--- src/hdl/pdoa_pkg.sv ---
// Shared constants for the protection detection overlap arbiter
`default_nettype none
package pdoa_pkg;
	// Core clock period
	localparam int PDOA_CLK_NS = 50;
	// Qualifier channels
	localparam int PDOA_NCH = 9;
	localparam int CH_OCH_D = 0;
	localparam int CH_OCH_R = 1;
	localparam int CH_ODI_D = 2;
	localparam int CH_ODI_R = 3;
	localparam int CH_OCU_D = 4;
	localparam int CH_SCD_D = 5;
	localparam int CH_OCU_R = 6;
	localparam int CH_XCH_D = 7;
	localparam int CH_XCH_R = 8;
	localparam int PDOA_CW = 24;
	// Delay times in microseconds, per channel
	localparam int PDOA_DLY_US [PDOA_NCH] = '{1000, 1000, 100, 1000, 10000, 300, 1000, 1000, 1000};
	// Least times round up to whole cycles, never below one
	function automatic int pdoa_cyc(input int us);
		int c;
		c = (us * 1000 + PDOA_CLK_NS - 1) / PDOA_CLK_NS;
		return (c < 1) ? 1 : c;
	endfunction
	localparam int PDOA_DLY_CYC [PDOA_NCH] = '{
		pdoa_cyc(PDOA_DLY_US[0]), pdoa_cyc(PDOA_DLY_US[1]), pdoa_cyc(PDOA_DLY_US[2]),
		pdoa_cyc(PDOA_DLY_US[3]), pdoa_cyc(PDOA_DLY_US[4]), pdoa_cyc(PDOA_DLY_US[5]),
		pdoa_cyc(PDOA_DLY_US[6]), pdoa_cyc(PDOA_DLY_US[7]), pdoa_cyc(PDOA_DLY_US[8])};
	// Register byte offsets
	localparam logic [11:0] PDOA_OFS_CTRL = 12'h000;
	localparam logic [11:0] PDOA_OFS_STATE = 12'h004;
	localparam logic [11:0] PDOA_OFS_INT_STAT = 12'h008;
	localparam logic [11:0] PDOA_OFS_INT_MASK = 12'h00C;
	// Control fields and reset
	localparam int PDOA_CTRL_MON_EN = 0;
	localparam logic PDOA_CTRL_RST = 1'h1;
	// Event bits, shared by status and mask
	localparam int PDOA_NEV = 6;
	localparam int EV_OCH = 0;
	localparam int EV_ODI = 1;
	localparam int EV_OCU = 2;
	localparam int EV_SCD = 3;
	localparam int EV_XCH = 4;
	localparam int EV_STBY = 5;
	localparam logic [PDOA_NEV-1:0] PDOA_MASK_RST = 6'h00;
endpackage
`default_nettype wire

--- src/hdl/pdoa_qual.sv ---
// Delay qualifier: counts while its condition holds, restarts when it drops
`default_nettype none
module pdoa_qual
	import pdoa_pkg::*;
#(
	parameter int CW = PDOA_CW
) (
	input wire logic core_clk_i,
	input wire logic reset_n_i,
	input wire logic ce_i,
	input wire logic run_i,
	input wire logic [CW-1:0] limit_i,
	output logic done_o
);
	typedef struct packed {
		logic [CW-1:0] cnt;
	} pdoa_qst_t;
	pdoa_qst_t st_r;
	pdoa_qst_t st_nxt;
	always_comb begin
		st_nxt = st_r;
		if (!run_i || done_o) begin
			st_nxt.cnt = '0;
		end else begin
			st_nxt.cnt = st_r.cnt + 1'b1;
		end
	end
	// Expiry pulse on the last counted cycle
	assign done_o = ce_i && run_i && (st_r.cnt == limit_i - 1'b1);
	always_ff @(posedge core_clk_i) begin
		if (!reset_n_i) begin
			st_r <= '0;
		end else if (ce_i) begin
			st_r <= st_nxt;
		end
	end
endmodule
`default_nettype wire

--- src/hdl/pdoa_irq.sv ---
// Sticky event status, mask and interrupt level
`default_nettype none
module pdoa_irq
	import pdoa_pkg::*;
(
	input wire logic core_clk_i,
	input wire logic reset_n_i,
	input wire logic ce_i,
	input wire logic [PDOA_NEV-1:0] event_i,
	input wire logic stat_wr_i,
	input wire logic mask_wr_i,
	input wire logic [PDOA_NEV-1:0] wdata_i,
	output logic [PDOA_NEV-1:0] stat_o,
	output logic [PDOA_NEV-1:0] mask_o,
	output logic irq_o
);
	typedef struct packed {
		logic [PDOA_NEV-1:0] stat;
		logic [PDOA_NEV-1:0] mask;
		logic irq;
	} pdoa_ist_t;
	pdoa_ist_t st_r;
	pdoa_ist_t st_nxt;
	always_comb begin
		st_nxt = st_r;
		// Set wins over a write-one clear in the same cycle
		if (stat_wr_i) begin
			st_nxt.stat = st_r.stat & ~wdata_i;
		end
		st_nxt.stat = st_nxt.stat | event_i;
		if (mask_wr_i) begin
			st_nxt.mask = wdata_i;
		end
		st_nxt.irq = |(st_nxt.stat & st_nxt.mask);
	end
	always_ff @(posedge core_clk_i) begin
		if (!reset_n_i) begin
			st_r <= {{PDOA_NEV{1'b0}}, PDOA_MASK_RST, 1'b0};
		end else if (ce_i) begin
			st_r <= st_nxt;
		end
	end
	assign stat_o = st_r.stat;
	assign mask_o = st_r.mask;
	assign irq_o = st_r.irq;
endmodule
`default_nettype wire

--- src/hdl/pdoa_top.sv ---
// Detection overlap arbiter with gate, standby and sense-node switch control
//
// Local design decisions: the placing of the registers and the APB register port.
`default_nettype none
module pdoa_top
	import pdoa_pkg::*;
#(
	parameter int DLY_CYC [PDOA_NCH] = PDOA_DLY_CYC
) (
	input wire logic core_clk_i,
	input wire logic reset_n_i,
	input wire logic ce_i,
	input wire logic och_cmp_i,
	input wire logic odi_cmp_i,
	input wire logic ocu_cmp_i,
	input wire logic scd_cmp_i,
	input wire logic xch_cmp_i,
	input wire logic stby_rel_cmp_i,
	input wire logic psel,
	input wire logic penable,
	input wire logic pwrite,
	input wire logic [11:0] paddr,
	input wire logic [31:0] pwdata,
	output logic [31:0] prdata,
	output logic pready,
	output logic pslverr,
	output logic chg_gate_o,
	output logic dis_gate_o,
	output logic standby_o,
	output logic pullup_en_o,
	output logic pulldn_en_o,
	output logic irq_o
);
	typedef struct packed {
		logic och;
		logic odi;
		logic ocu;
		logic scd;
		logic xch;
		logic stby;
		logic chg_gate;
		logic dis_gate;
		logic pu;
		logic pd;
		logic mon_en;
		logic [31:0] rdata;
	} pdoa_st_t;

	pdoa_st_t st_r;
	pdoa_st_t st_nxt;
	logic [PDOA_NCH-1:0] run;
	logic [PDOA_NCH-1:0] done;
	logic mon;
	logic setup;
	logic access;
	logic hit;
	logic stat_wr;
	logic mask_wr;
	logic [PDOA_NEV-1:0] events;
	logic [PDOA_NEV-1:0] int_stat;
	logic [PDOA_NEV-1:0] int_mask;

	// Monitoring is suspended in standby
	assign mon = st_r.mon_en && !st_r.stby;

	// Qualifier run conditions
	always_comb begin
		run = '0;
		run[CH_OCH_D] = mon && och_cmp_i && !st_r.och;
		run[CH_OCH_R] = mon && st_r.och && !och_cmp_i;
		run[CH_ODI_D] = mon && odi_cmp_i && !st_r.odi && !run[CH_OCH_D];
		run[CH_ODI_R] = mon && st_r.odi && !odi_cmp_i;
		run[CH_OCU_D] = mon && ocu_cmp_i && !st_r.ocu && !st_r.och && !st_r.odi;
		run[CH_SCD_D] = mon && scd_cmp_i && !st_r.scd;
		run[CH_OCU_R] = mon && (st_r.ocu || st_r.scd) && !ocu_cmp_i && !scd_cmp_i;
		run[CH_XCH_D] = mon && xch_cmp_i && !st_r.xch && st_r.dis_gate
			&& !st_r.odi && !st_r.ocu && !st_r.scd;
		run[CH_XCH_R] = mon && st_r.xch && !xch_cmp_i;
	end

	// One delay qualifier per channel
	for (genvar g = 0; g < PDOA_NCH; g++) begin : g_ch
		pdoa_qual #(
			.CW(PDOA_CW)
		) u_qual (
			.core_clk_i(core_clk_i),
			.reset_n_i(reset_n_i),
			.ce_i(ce_i),
			.run_i(run[g]),
			.limit_i(PDOA_CW'(DLY_CYC[g])),
			.done_o(done[g])
		);
	end

	// Bus decode
	assign setup = psel && !penable;
	assign access = psel && penable;
	assign hit = (paddr == PDOA_OFS_CTRL) || (paddr == PDOA_OFS_STATE)
		|| (paddr == PDOA_OFS_INT_STAT) || (paddr == PDOA_OFS_INT_MASK);
	assign stat_wr = access && pwrite && (paddr == PDOA_OFS_INT_STAT);
	assign mask_wr = access && pwrite && (paddr == PDOA_OFS_INT_MASK);

	// State update
	always_comb begin
		st_nxt = st_r;
		if (done[CH_OCH_D]) begin
			st_nxt.och = 1'b1;
		end
		if (done[CH_OCH_R]) begin
			st_nxt.och = 1'b0;
		end
		if (done[CH_ODI_D]) begin
			st_nxt.odi = 1'b1;
			st_nxt.stby = !st_r.och;
		end
		if (done[CH_ODI_R]) begin
			st_nxt.odi = 1'b0;
		end
		if (done[CH_OCU_D]) begin
			st_nxt.ocu = 1'b1;
		end
		if (done[CH_SCD_D]) begin
			st_nxt.scd = 1'b1;
		end
		if (done[CH_OCU_R]) begin
			st_nxt.ocu = 1'b0;
			st_nxt.scd = 1'b0;
		end
		if (done[CH_XCH_D]) begin
			st_nxt.xch = 1'b1;
		end
		if (done[CH_XCH_R]) begin
			st_nxt.xch = 1'b0;
		end
		// Charger pulls the sense node low and wakes the device
		if (st_r.stby && stby_rel_cmp_i) begin
			st_nxt.stby = 1'b0;
		end
		if (access && pwrite && (paddr == PDOA_OFS_CTRL)) begin
			st_nxt.mon_en = pwdata[PDOA_CTRL_MON_EN];
		end
		// Gate and switch outputs
		st_nxt.dis_gate = !(st_nxt.odi || st_nxt.ocu || st_nxt.scd);
		st_nxt.chg_gate = !(st_nxt.och || st_nxt.xch);
		st_nxt.pu = st_nxt.odi;
		st_nxt.pd = (st_nxt.ocu || st_nxt.scd) && !st_nxt.odi;
		// Read data is latched in the setup cycle
		if (setup) begin
			st_nxt.rdata = 32'h00000000;
			case (paddr)
				PDOA_OFS_CTRL: begin
					st_nxt.rdata[PDOA_CTRL_MON_EN] = st_r.mon_en;
				end
				PDOA_OFS_STATE: begin
					st_nxt.rdata[9:0] = {st_r.pd, st_r.pu, st_r.dis_gate, st_r.chg_gate,
						st_r.stby, st_r.xch, st_r.scd, st_r.ocu, st_r.odi, st_r.och};
				end
				PDOA_OFS_INT_STAT: begin
					st_nxt.rdata[PDOA_NEV-1:0] = int_stat;
				end
				PDOA_OFS_INT_MASK: begin
					st_nxt.rdata[PDOA_NEV-1:0] = int_mask;
				end
				default: begin
					st_nxt.rdata = 32'h00000000;
				end
			endcase
		end
	end

	always_ff @(posedge core_clk_i) begin
		if (!reset_n_i) begin
			st_r <= '0;
			st_r.chg_gate <= 1'b1;
			st_r.dis_gate <= 1'b1;
			st_r.mon_en <= PDOA_CTRL_RST;
		end else if (ce_i) begin
			st_r <= st_nxt;
		end
	end

	// Interrupt events
	assign events[EV_OCH] = done[CH_OCH_D];
	assign events[EV_ODI] = done[CH_ODI_D];
	assign events[EV_OCU] = done[CH_OCU_D];
	assign events[EV_SCD] = done[CH_SCD_D];
	assign events[EV_XCH] = done[CH_XCH_D];
	assign events[EV_STBY] = ce_i && st_nxt.stby && !st_r.stby;

	pdoa_irq u_irq (
		.core_clk_i(core_clk_i),
		.reset_n_i(reset_n_i),
		.ce_i(ce_i),
		.event_i(events),
		.stat_wr_i(stat_wr && ce_i),
		.mask_wr_i(mask_wr && ce_i),
		.wdata_i(pwdata[PDOA_NEV-1:0]),
		.stat_o(int_stat),
		.mask_o(int_mask),
		.irq_o(irq_o)
	);

	// Outputs
	assign prdata = st_r.rdata;
	assign pready = ce_i;
	assign pslverr = access && !hit;
	assign chg_gate_o = st_r.chg_gate;
	assign dis_gate_o = st_r.dis_gate;
	assign standby_o = st_r.stby;
	assign pullup_en_o = st_r.pu;
	assign pulldn_en_o = st_r.pd;
endmodule
`default_nettype wire

--- config.mk ---
export PLATFORM = sky130hd
export DESIGN_NAME = pdoa_top
export DESIGN_NICKNAME = d
export VERILOG_FILES = /design/src/hdl/pdoa_pkg.sv /design/src/hdl/pdoa_qual.sv /design/src/hdl/pdoa_irq.sv /design/src/hdl/pdoa_top.sv
export SDC_FILE = /design/constraint.sdc
export NUM_CORES = 1
export LEC_CHECK = 0
export BUFFER_PORTS_ARGS = -buffer_cell sky130_fd_sc_hd__buf_2
export CAP_MARGIN = 25
export CORE_AREA = 4 4 170 155
export DETAILED_ROUTE_END_ITERATION = 8
export DIE_AREA = 0 0 174 159
export GPL_TIMING_DRIVEN = 0
export HOLD_SLACK_MARGIN = 0.1
export PLACE_DENSITY = 0.72
export SLEW_MARGIN = 20
export SYNTH_ARGS = -nofsm -noshare
export SYNTH_HDL_FRONTEND = slang
export SYNTH_SLANG_ARGS = --single-unit
--- constraint.sdc ---
create_clock -name core_clk_i -period 4.8 [get_ports core_clk_i]
set_input_delay 0.72 -clock core_clk_i [delete_from_list [all_inputs] [get_ports core_clk_i]]
set_output_delay 0.72 -clock core_clk_i [all_outputs]
set_load 0.02 [all_outputs]
Word level (Yosys, flattened, before mapping)
Index checks and enable logic that the tools add are counted.
{ "word_totals": {"output_inout_bits": 40, "in_bits": 56, "word_cells": 177, "register_bits": 249} }
{ "classes": {"reduce_logical": 104, "muxes": 25, "addsub": 9, "bitwise_logic": 4, "n_eq_ne": 12} }
{ "op_table": {"columns": ["operator", "count"], "rows": [
  ["$add A24 B1 Y24 const B", 9],
  ["$mux W24", 9],
  ["$eq A24 B15 Y1 const B", 6],
  ["$logic_and A1 B1 Y1", 58],
  ["$logic_not A1 Y1", 25],
  ["$eq A12 B4 Y1 const B", 2],
  ["$eq A24 B11 Y1 const B", 1],
  ["$eq A24 B13 Y1 const B", 1],
  ["$eq A24 B18 Y1 const B", 1],
  ["$logic_or A1 B1 Y1", 17],
  ["$pmux W5 S3", 1],
  ["$and A6 B6 Y6", 2],
  ["$eq A12 B3 Y1 const B", 1],
  ["$logic_not A12 Y1", 1],
  ["$mux W6", 2],
  ["$mux W1", 10],
  ["$not A6 Y6", 1],
  ["$or A6 B6 Y6", 1],
  ["$reduce_or A6 Y1", 1],
  ["$mux W4", 1],
  ["$pmux W1 S4", 1],
  ["$reduce_and A2 Y1", 2],
  ["$mux W2", 1]
]} }

Depth between registers and ports, before layout
{ "depth": {"depth_word": 15, "mapped_depth": 9, "mapped_depth_nobuf": 7} }

Cells and area by module
From an unflattened synthesis, not the netlist that was laid out.
{ "unflattened": {"hier_cells": 2610, "hier_area_um2": 21216.6} }
{ "modules_own_cells": {"columns": ["module", "n_inst", "area_per_inst_um2", "seq_area_each_um2", "cells_per_inst"], "rows": [
  ["pdoa_qual at g_ch[0].u_qual ...", 8, 2110.8, 480.5, 262],
  ["pdoa_qual at g_ch[1].u_qual", 1, 2321.0, 480.5, 270],
  ["pdoa_top", 1, 1348.8, 400.4, 165],
  ["pdoa_irq", 1, 660.6, 260.2, 79]
]} }

Least setup slack after synthesis
OpenSTA, ideal clock, no wires.
{ "synth_path": {"path_kind": "input to register", "startpoint": "input port paddr[1]", "endpoint": "register u_irq.st_r, in the netlist u_irq.irq_o", "t_arrival_ns": 2.475, "slack_ns": 2.193, "path_stages": 6, "path_buffers": 0, "required_ns": 4.669, "setup_ns": 0.131, "cell_sequence": "nor4_1 nand3_1 nor3_2 mux2_2 a222oi_1 a31oi_1"} }
{ "synth_via": {"elab_chain_cells": 7, "word_cells_on_any_way": 11, "classes_between": "eq/ne: 2; mux: 2; bitwise: 2; reduce/logical: 5"} }
{ "synth_rtl": {"columns": ["element", "line_no", "text"], "rows": [
  ["start: declaration", "pdoa_top.sv:22", "input wire logic [11:0] paddr,"],
  ["$eq A12 B4 Y1", "pdoa_top.sv:100", "assign stat_wr = access && pwrite && (paddr == PDOA_OFS_INT_STAT);"],
  ["$logic_and A1 B1 Y1", "pdoa_top.sv:100", null],
  ["$logic_and A1 B1 Y1", "pdoa_top.sv:195", ".stat_wr_i(stat_wr && ce_i),"],
  ["$mux W6", "pdoa_irq.sv:27", "if (stat_wr_i) begin"],
  ["$or A6 B6 Y6", "pdoa_irq.sv:30", "st_nxt.stat = st_nxt.stat | event_i;"],
  ["$and A6 B6 Y6 *", "pdoa_irq.sv:34", "st_nxt.irq = |(st_nxt.stat & st_nxt.mask);"],
  ["$reduce_or A6 Y1 *", "pdoa_irq.sv:34", null],
  ["end signal: assignment", "pdoa_irq.sv:38", "st_r <= {{PDOA_NEV{1'b0}}, PDOA_MASK_RST, 1'b0};"],
  ["end signal: assignment", "pdoa_irq.sv:40", "st_r <= st_nxt;"],
  ["end: declaration", "pdoa_irq.sv:22", "pdoa_ist_t st_r;"]
]} }
Every way passes the cells marked *; elsewhere a longest branch is shown, timed or not.
A chain may end at the register's enable or synchronous reset.

Final worst setup path
{ "layout_path": {"startpoint": "input port ce_i", "endpoint": "register g_ch[6].u_qual.st_r[2] (netlist name)"} }
{ "layout_via": {"elab_chain_cells": 4} }
{ "layout_rtl": {"columns": ["element", "line_no", "text"], "rows": [
  ["start: declaration", "pdoa_top.sv:12", "input wire logic ce_i,"],
  ["$logic_and A1 B1 Y1 (2 in series)", "pdoa_qual.sv:29", "assign done_o = ce_i && run_i && (st_r.cnt == limit_i - 1'b1);"],
  ["$logic_or A1 B1 Y1", "pdoa_qual.sv:22", "if (!run_i || done_o) begin"],
  ["$mux W24", "pdoa_qual.sv:22", null],
  ["end signal: assignment", "pdoa_qual.sv:34", "st_r <= st_nxt;"],
  ["end: declaration", "pdoa_qual.sv:18", "pdoa_qst_t st_r;"]
]} }
Parallel ways exist; a longest one is shown, timed or not.

==> flow_summary.toml <==
[layout]
antenna_cells = 0
drive_gt1_share_pct = 10.59
fin_area_um2 = 13060
final_cells = 1762
utilization_pct = 53.68
area_delta_synth_final_pct = 14.19
fin_nets = 1499

[sta]
whs_ns = 0.4749
fin_setup_tns_ns = 0
fin_crit_sh_pct = 59.12
finalClockSkew_ns = 0.02085
setup_viol = 0
tightest_slew_ns = 0.9825
finalMaxSlewViolations = 0
slew_headroom_pct = 33.89
hold_viol_final = 0
rsz0062_at_grt = "no"
max_freq_ghz = 0.3524
period_needed_ns = 2.838
layout_setup_ws_ns = 1.962

[critical_path]
r2r_setup_slack_ns = 2.00
arrival_ns = 3.22
crit_required_ns = 5.19
end_kind = "register"
critPathLaunchType = "input port"
timing_worst_setup_path_type = "input port to register"
crit_fanout = 10
reg2reg_depth = 9
r2r-end = "g_ch[5].u_qual.st_r[8]"
worstReg2RegStart = "g_ch[5].u_qual.st_r[0]"

[clock_tree]
cts_tree = "built"
cts_sinks = 249
clockBufferDepth = 3
cts-hold-fix-buffers = 0
numCtsBuffers = 26
cts.clk_slew.worst_paths_ns = 0.07
insertion_delay_ns = 0.53
htree_levels = 1
postCtsSetupRepairBufs = 0
cts_resized = 0
cts-root-buf = "clkbuf_16"

[die]
die_x_um = 174
core_area_um2 = 24320
rows = 54
pin_count = 96
fp.dieH_um = 159
start_util_pct = 47.01
die-area_um2 = 27670

[detailed_routing]
drt_iter0_markers = 644
drc = 0
vias = 9157
firstDrtPassIters = 5
drt-total-wl_mm = 24.67
drtAntennaViolNets = 0
avgViaCountPerCell = 5.197
wl_per_cell_um = 14.00

[global_routing]
grt-ovfl-total = 0
grt_max_degree = 15
grt_pass1_vias = 8433
antenna_found_initial = 0
grt_pass1_wl_mm = 41.48
grt_use_total_pct = 17.33

[power_and_ir_drop]
power_leakage_nw = 4.563
switching_share_pct = 21.66
p_comb_share_pct = 3.9
p_int_mw = 3.428
vdd_ir_drop_max_mv = 0.2318
finalPower_mw = 4.376
power_density_nw_per_um2 = 335.2
p_seq_share_pct = 47.7
p_clk_share_pct = 48.4
p_switching_uw = 947.7

[placed_design]
post-place-ws_ns = 1.254
placed_cells = 1713
placed_area_um2 = 12130
hpwl_mm = 17.71
gp_congestion = 0.8339
io_buffers = 46

[synthesis]
synth_top_cell_by_area = "dfxtp_1"
synth_seq_cells = 249
synth_edf_count = 0
avgSynthCellArea_um2 = 8.545
yosys.area.top_type_share_pct = 43.60
yosys.cell_count.top_type = "nor2_1"
synth_flop_cell = "dfxtp_1"
synthDistinctLibCells = 56
synthArstFlopShare_pct = 0
yosys_warnings = 0
seq_area_frac_synth_pct = 43.60
synthCells = 1338
ys_top_cells_by_area = "dfxtp_1 (44%), nor2_1 (9.5%), xnor2_1 (8.3%)"
syn_area_um2 = 11430
synthTopCellsByCount = "nor2_1 (288), dfxtp_1 (249), xnor2_1 (109)"

[job]
maxCapViolations = 0

[hold_path]
hp-class = "input port to register"
hold_end = "st_r[32]"
min_from = "pwdata[0]"
min_path_cells = 3

[status]
outcome = "finished clean"
cell families after synthesis:
kind of cell	Yosys count	share of synthesized area, %
flops	249	43.60
mux	18	1.762
buf+inv	89	4.235
xor+xnor	207	15.86
fa+ha+maj	9	0.9849
compound gates	56	3.294
simple gates	709	30.24
other cells	1	0.03280
final cells by class:
cell class                      instances  area, um^2
Inverter                               19       71.32
Tap cell                              308       385.4
Buffer                                 70       412.9
Sequential cell                       249        4985
Clock buffer                           36       779.5
Multi-Input combinational cell       1021        6043
Fill cell                            2228       11270
Timing Repair Buffer                   47       235.2
Clock inverter                         12       143.9
sequential cells by signal, summed over array words and instances (netlist names), 5 cells and up:
name and flops:
prdata 10, u_irq.mask_o 6, st_r 5, u_irq.stat_o 6, g_ch.u_qual.st_r 216
layer usage:
| layer | part of all wire [%] | GRT usage, % | vias up | wire (um) |
|---|---|---|---|---|
| met5 | 0 | 0 | - | 0 |
| met4 | 2.6 | 4.534 | 0 | 635 |
| met3 | 5.0 | 2.778 | 41 | 1232 |
| met2 | 44 | 27.07 | 186 | 10780 |
| met1 | 49 | 25.06 | 4247 | 12020 |
| li1 | - | - | 4683 | - |
power by group through the flow:
stage	combinational [mW]	sequential [mW]	clock (mW)
after floorplan	0.114	2.13	0
after global placement	0.168	2.13	0
after detailed placement	0.169	2.13	0
after CTS	0.170	2.09	2.16
after global routing	0.188	2.09	2.24
final	0.171	2.09	2.12
worst max-delay path by stage:
| stage | start | to | slack [ns] | depth (start not counted) |
|---|---|---|---|---|
| finish | ce_i | g_ch[6].u_qual.st_r[2] | 1.96 | 9 |
| global route | ce_i | g_ch[6].u_qual.st_r[2] | 1.79 | 9 |
| CTS | pullup_en_o | g_ch[7].u_qual.st_r[9] | 1.80 | 7 |
| detailed placement | ce_i | g_ch[7].u_qual.st_r[9] | 1.25 | 9 |
| global placement | ce_i | g_ch[7].u_qual.st_r[10] | 1.25 | 9 |
| floorplan | paddr[1] | u_irq.irq_o | 2.19 | 6 |
critical path, cell delays in order:
cell and delay [ns]:
buf_2 0.17, buf_2 0.28, buf_2 0.31, nand3_1 0.19
nor4_1 0.63, o21ai_0 0.16, nand2_1 0.23, clkbuf_1 0.41
nor2_1 0.13
placed cells by master, fill, tap and decap left out, types with 32 or more instances in the layout:
cell type / instances
dfxtp_1: 249
xor2_1: 98
nor2_1: 288
nor4_1: 37
and3_1: 32
nand4_1: 54
buf_2: 55
nand2_1: 106
buf_4: 37
nand3_1: 71
xnor2_1: 109
No activity file was read; power rests on OpenSTA's default activity.
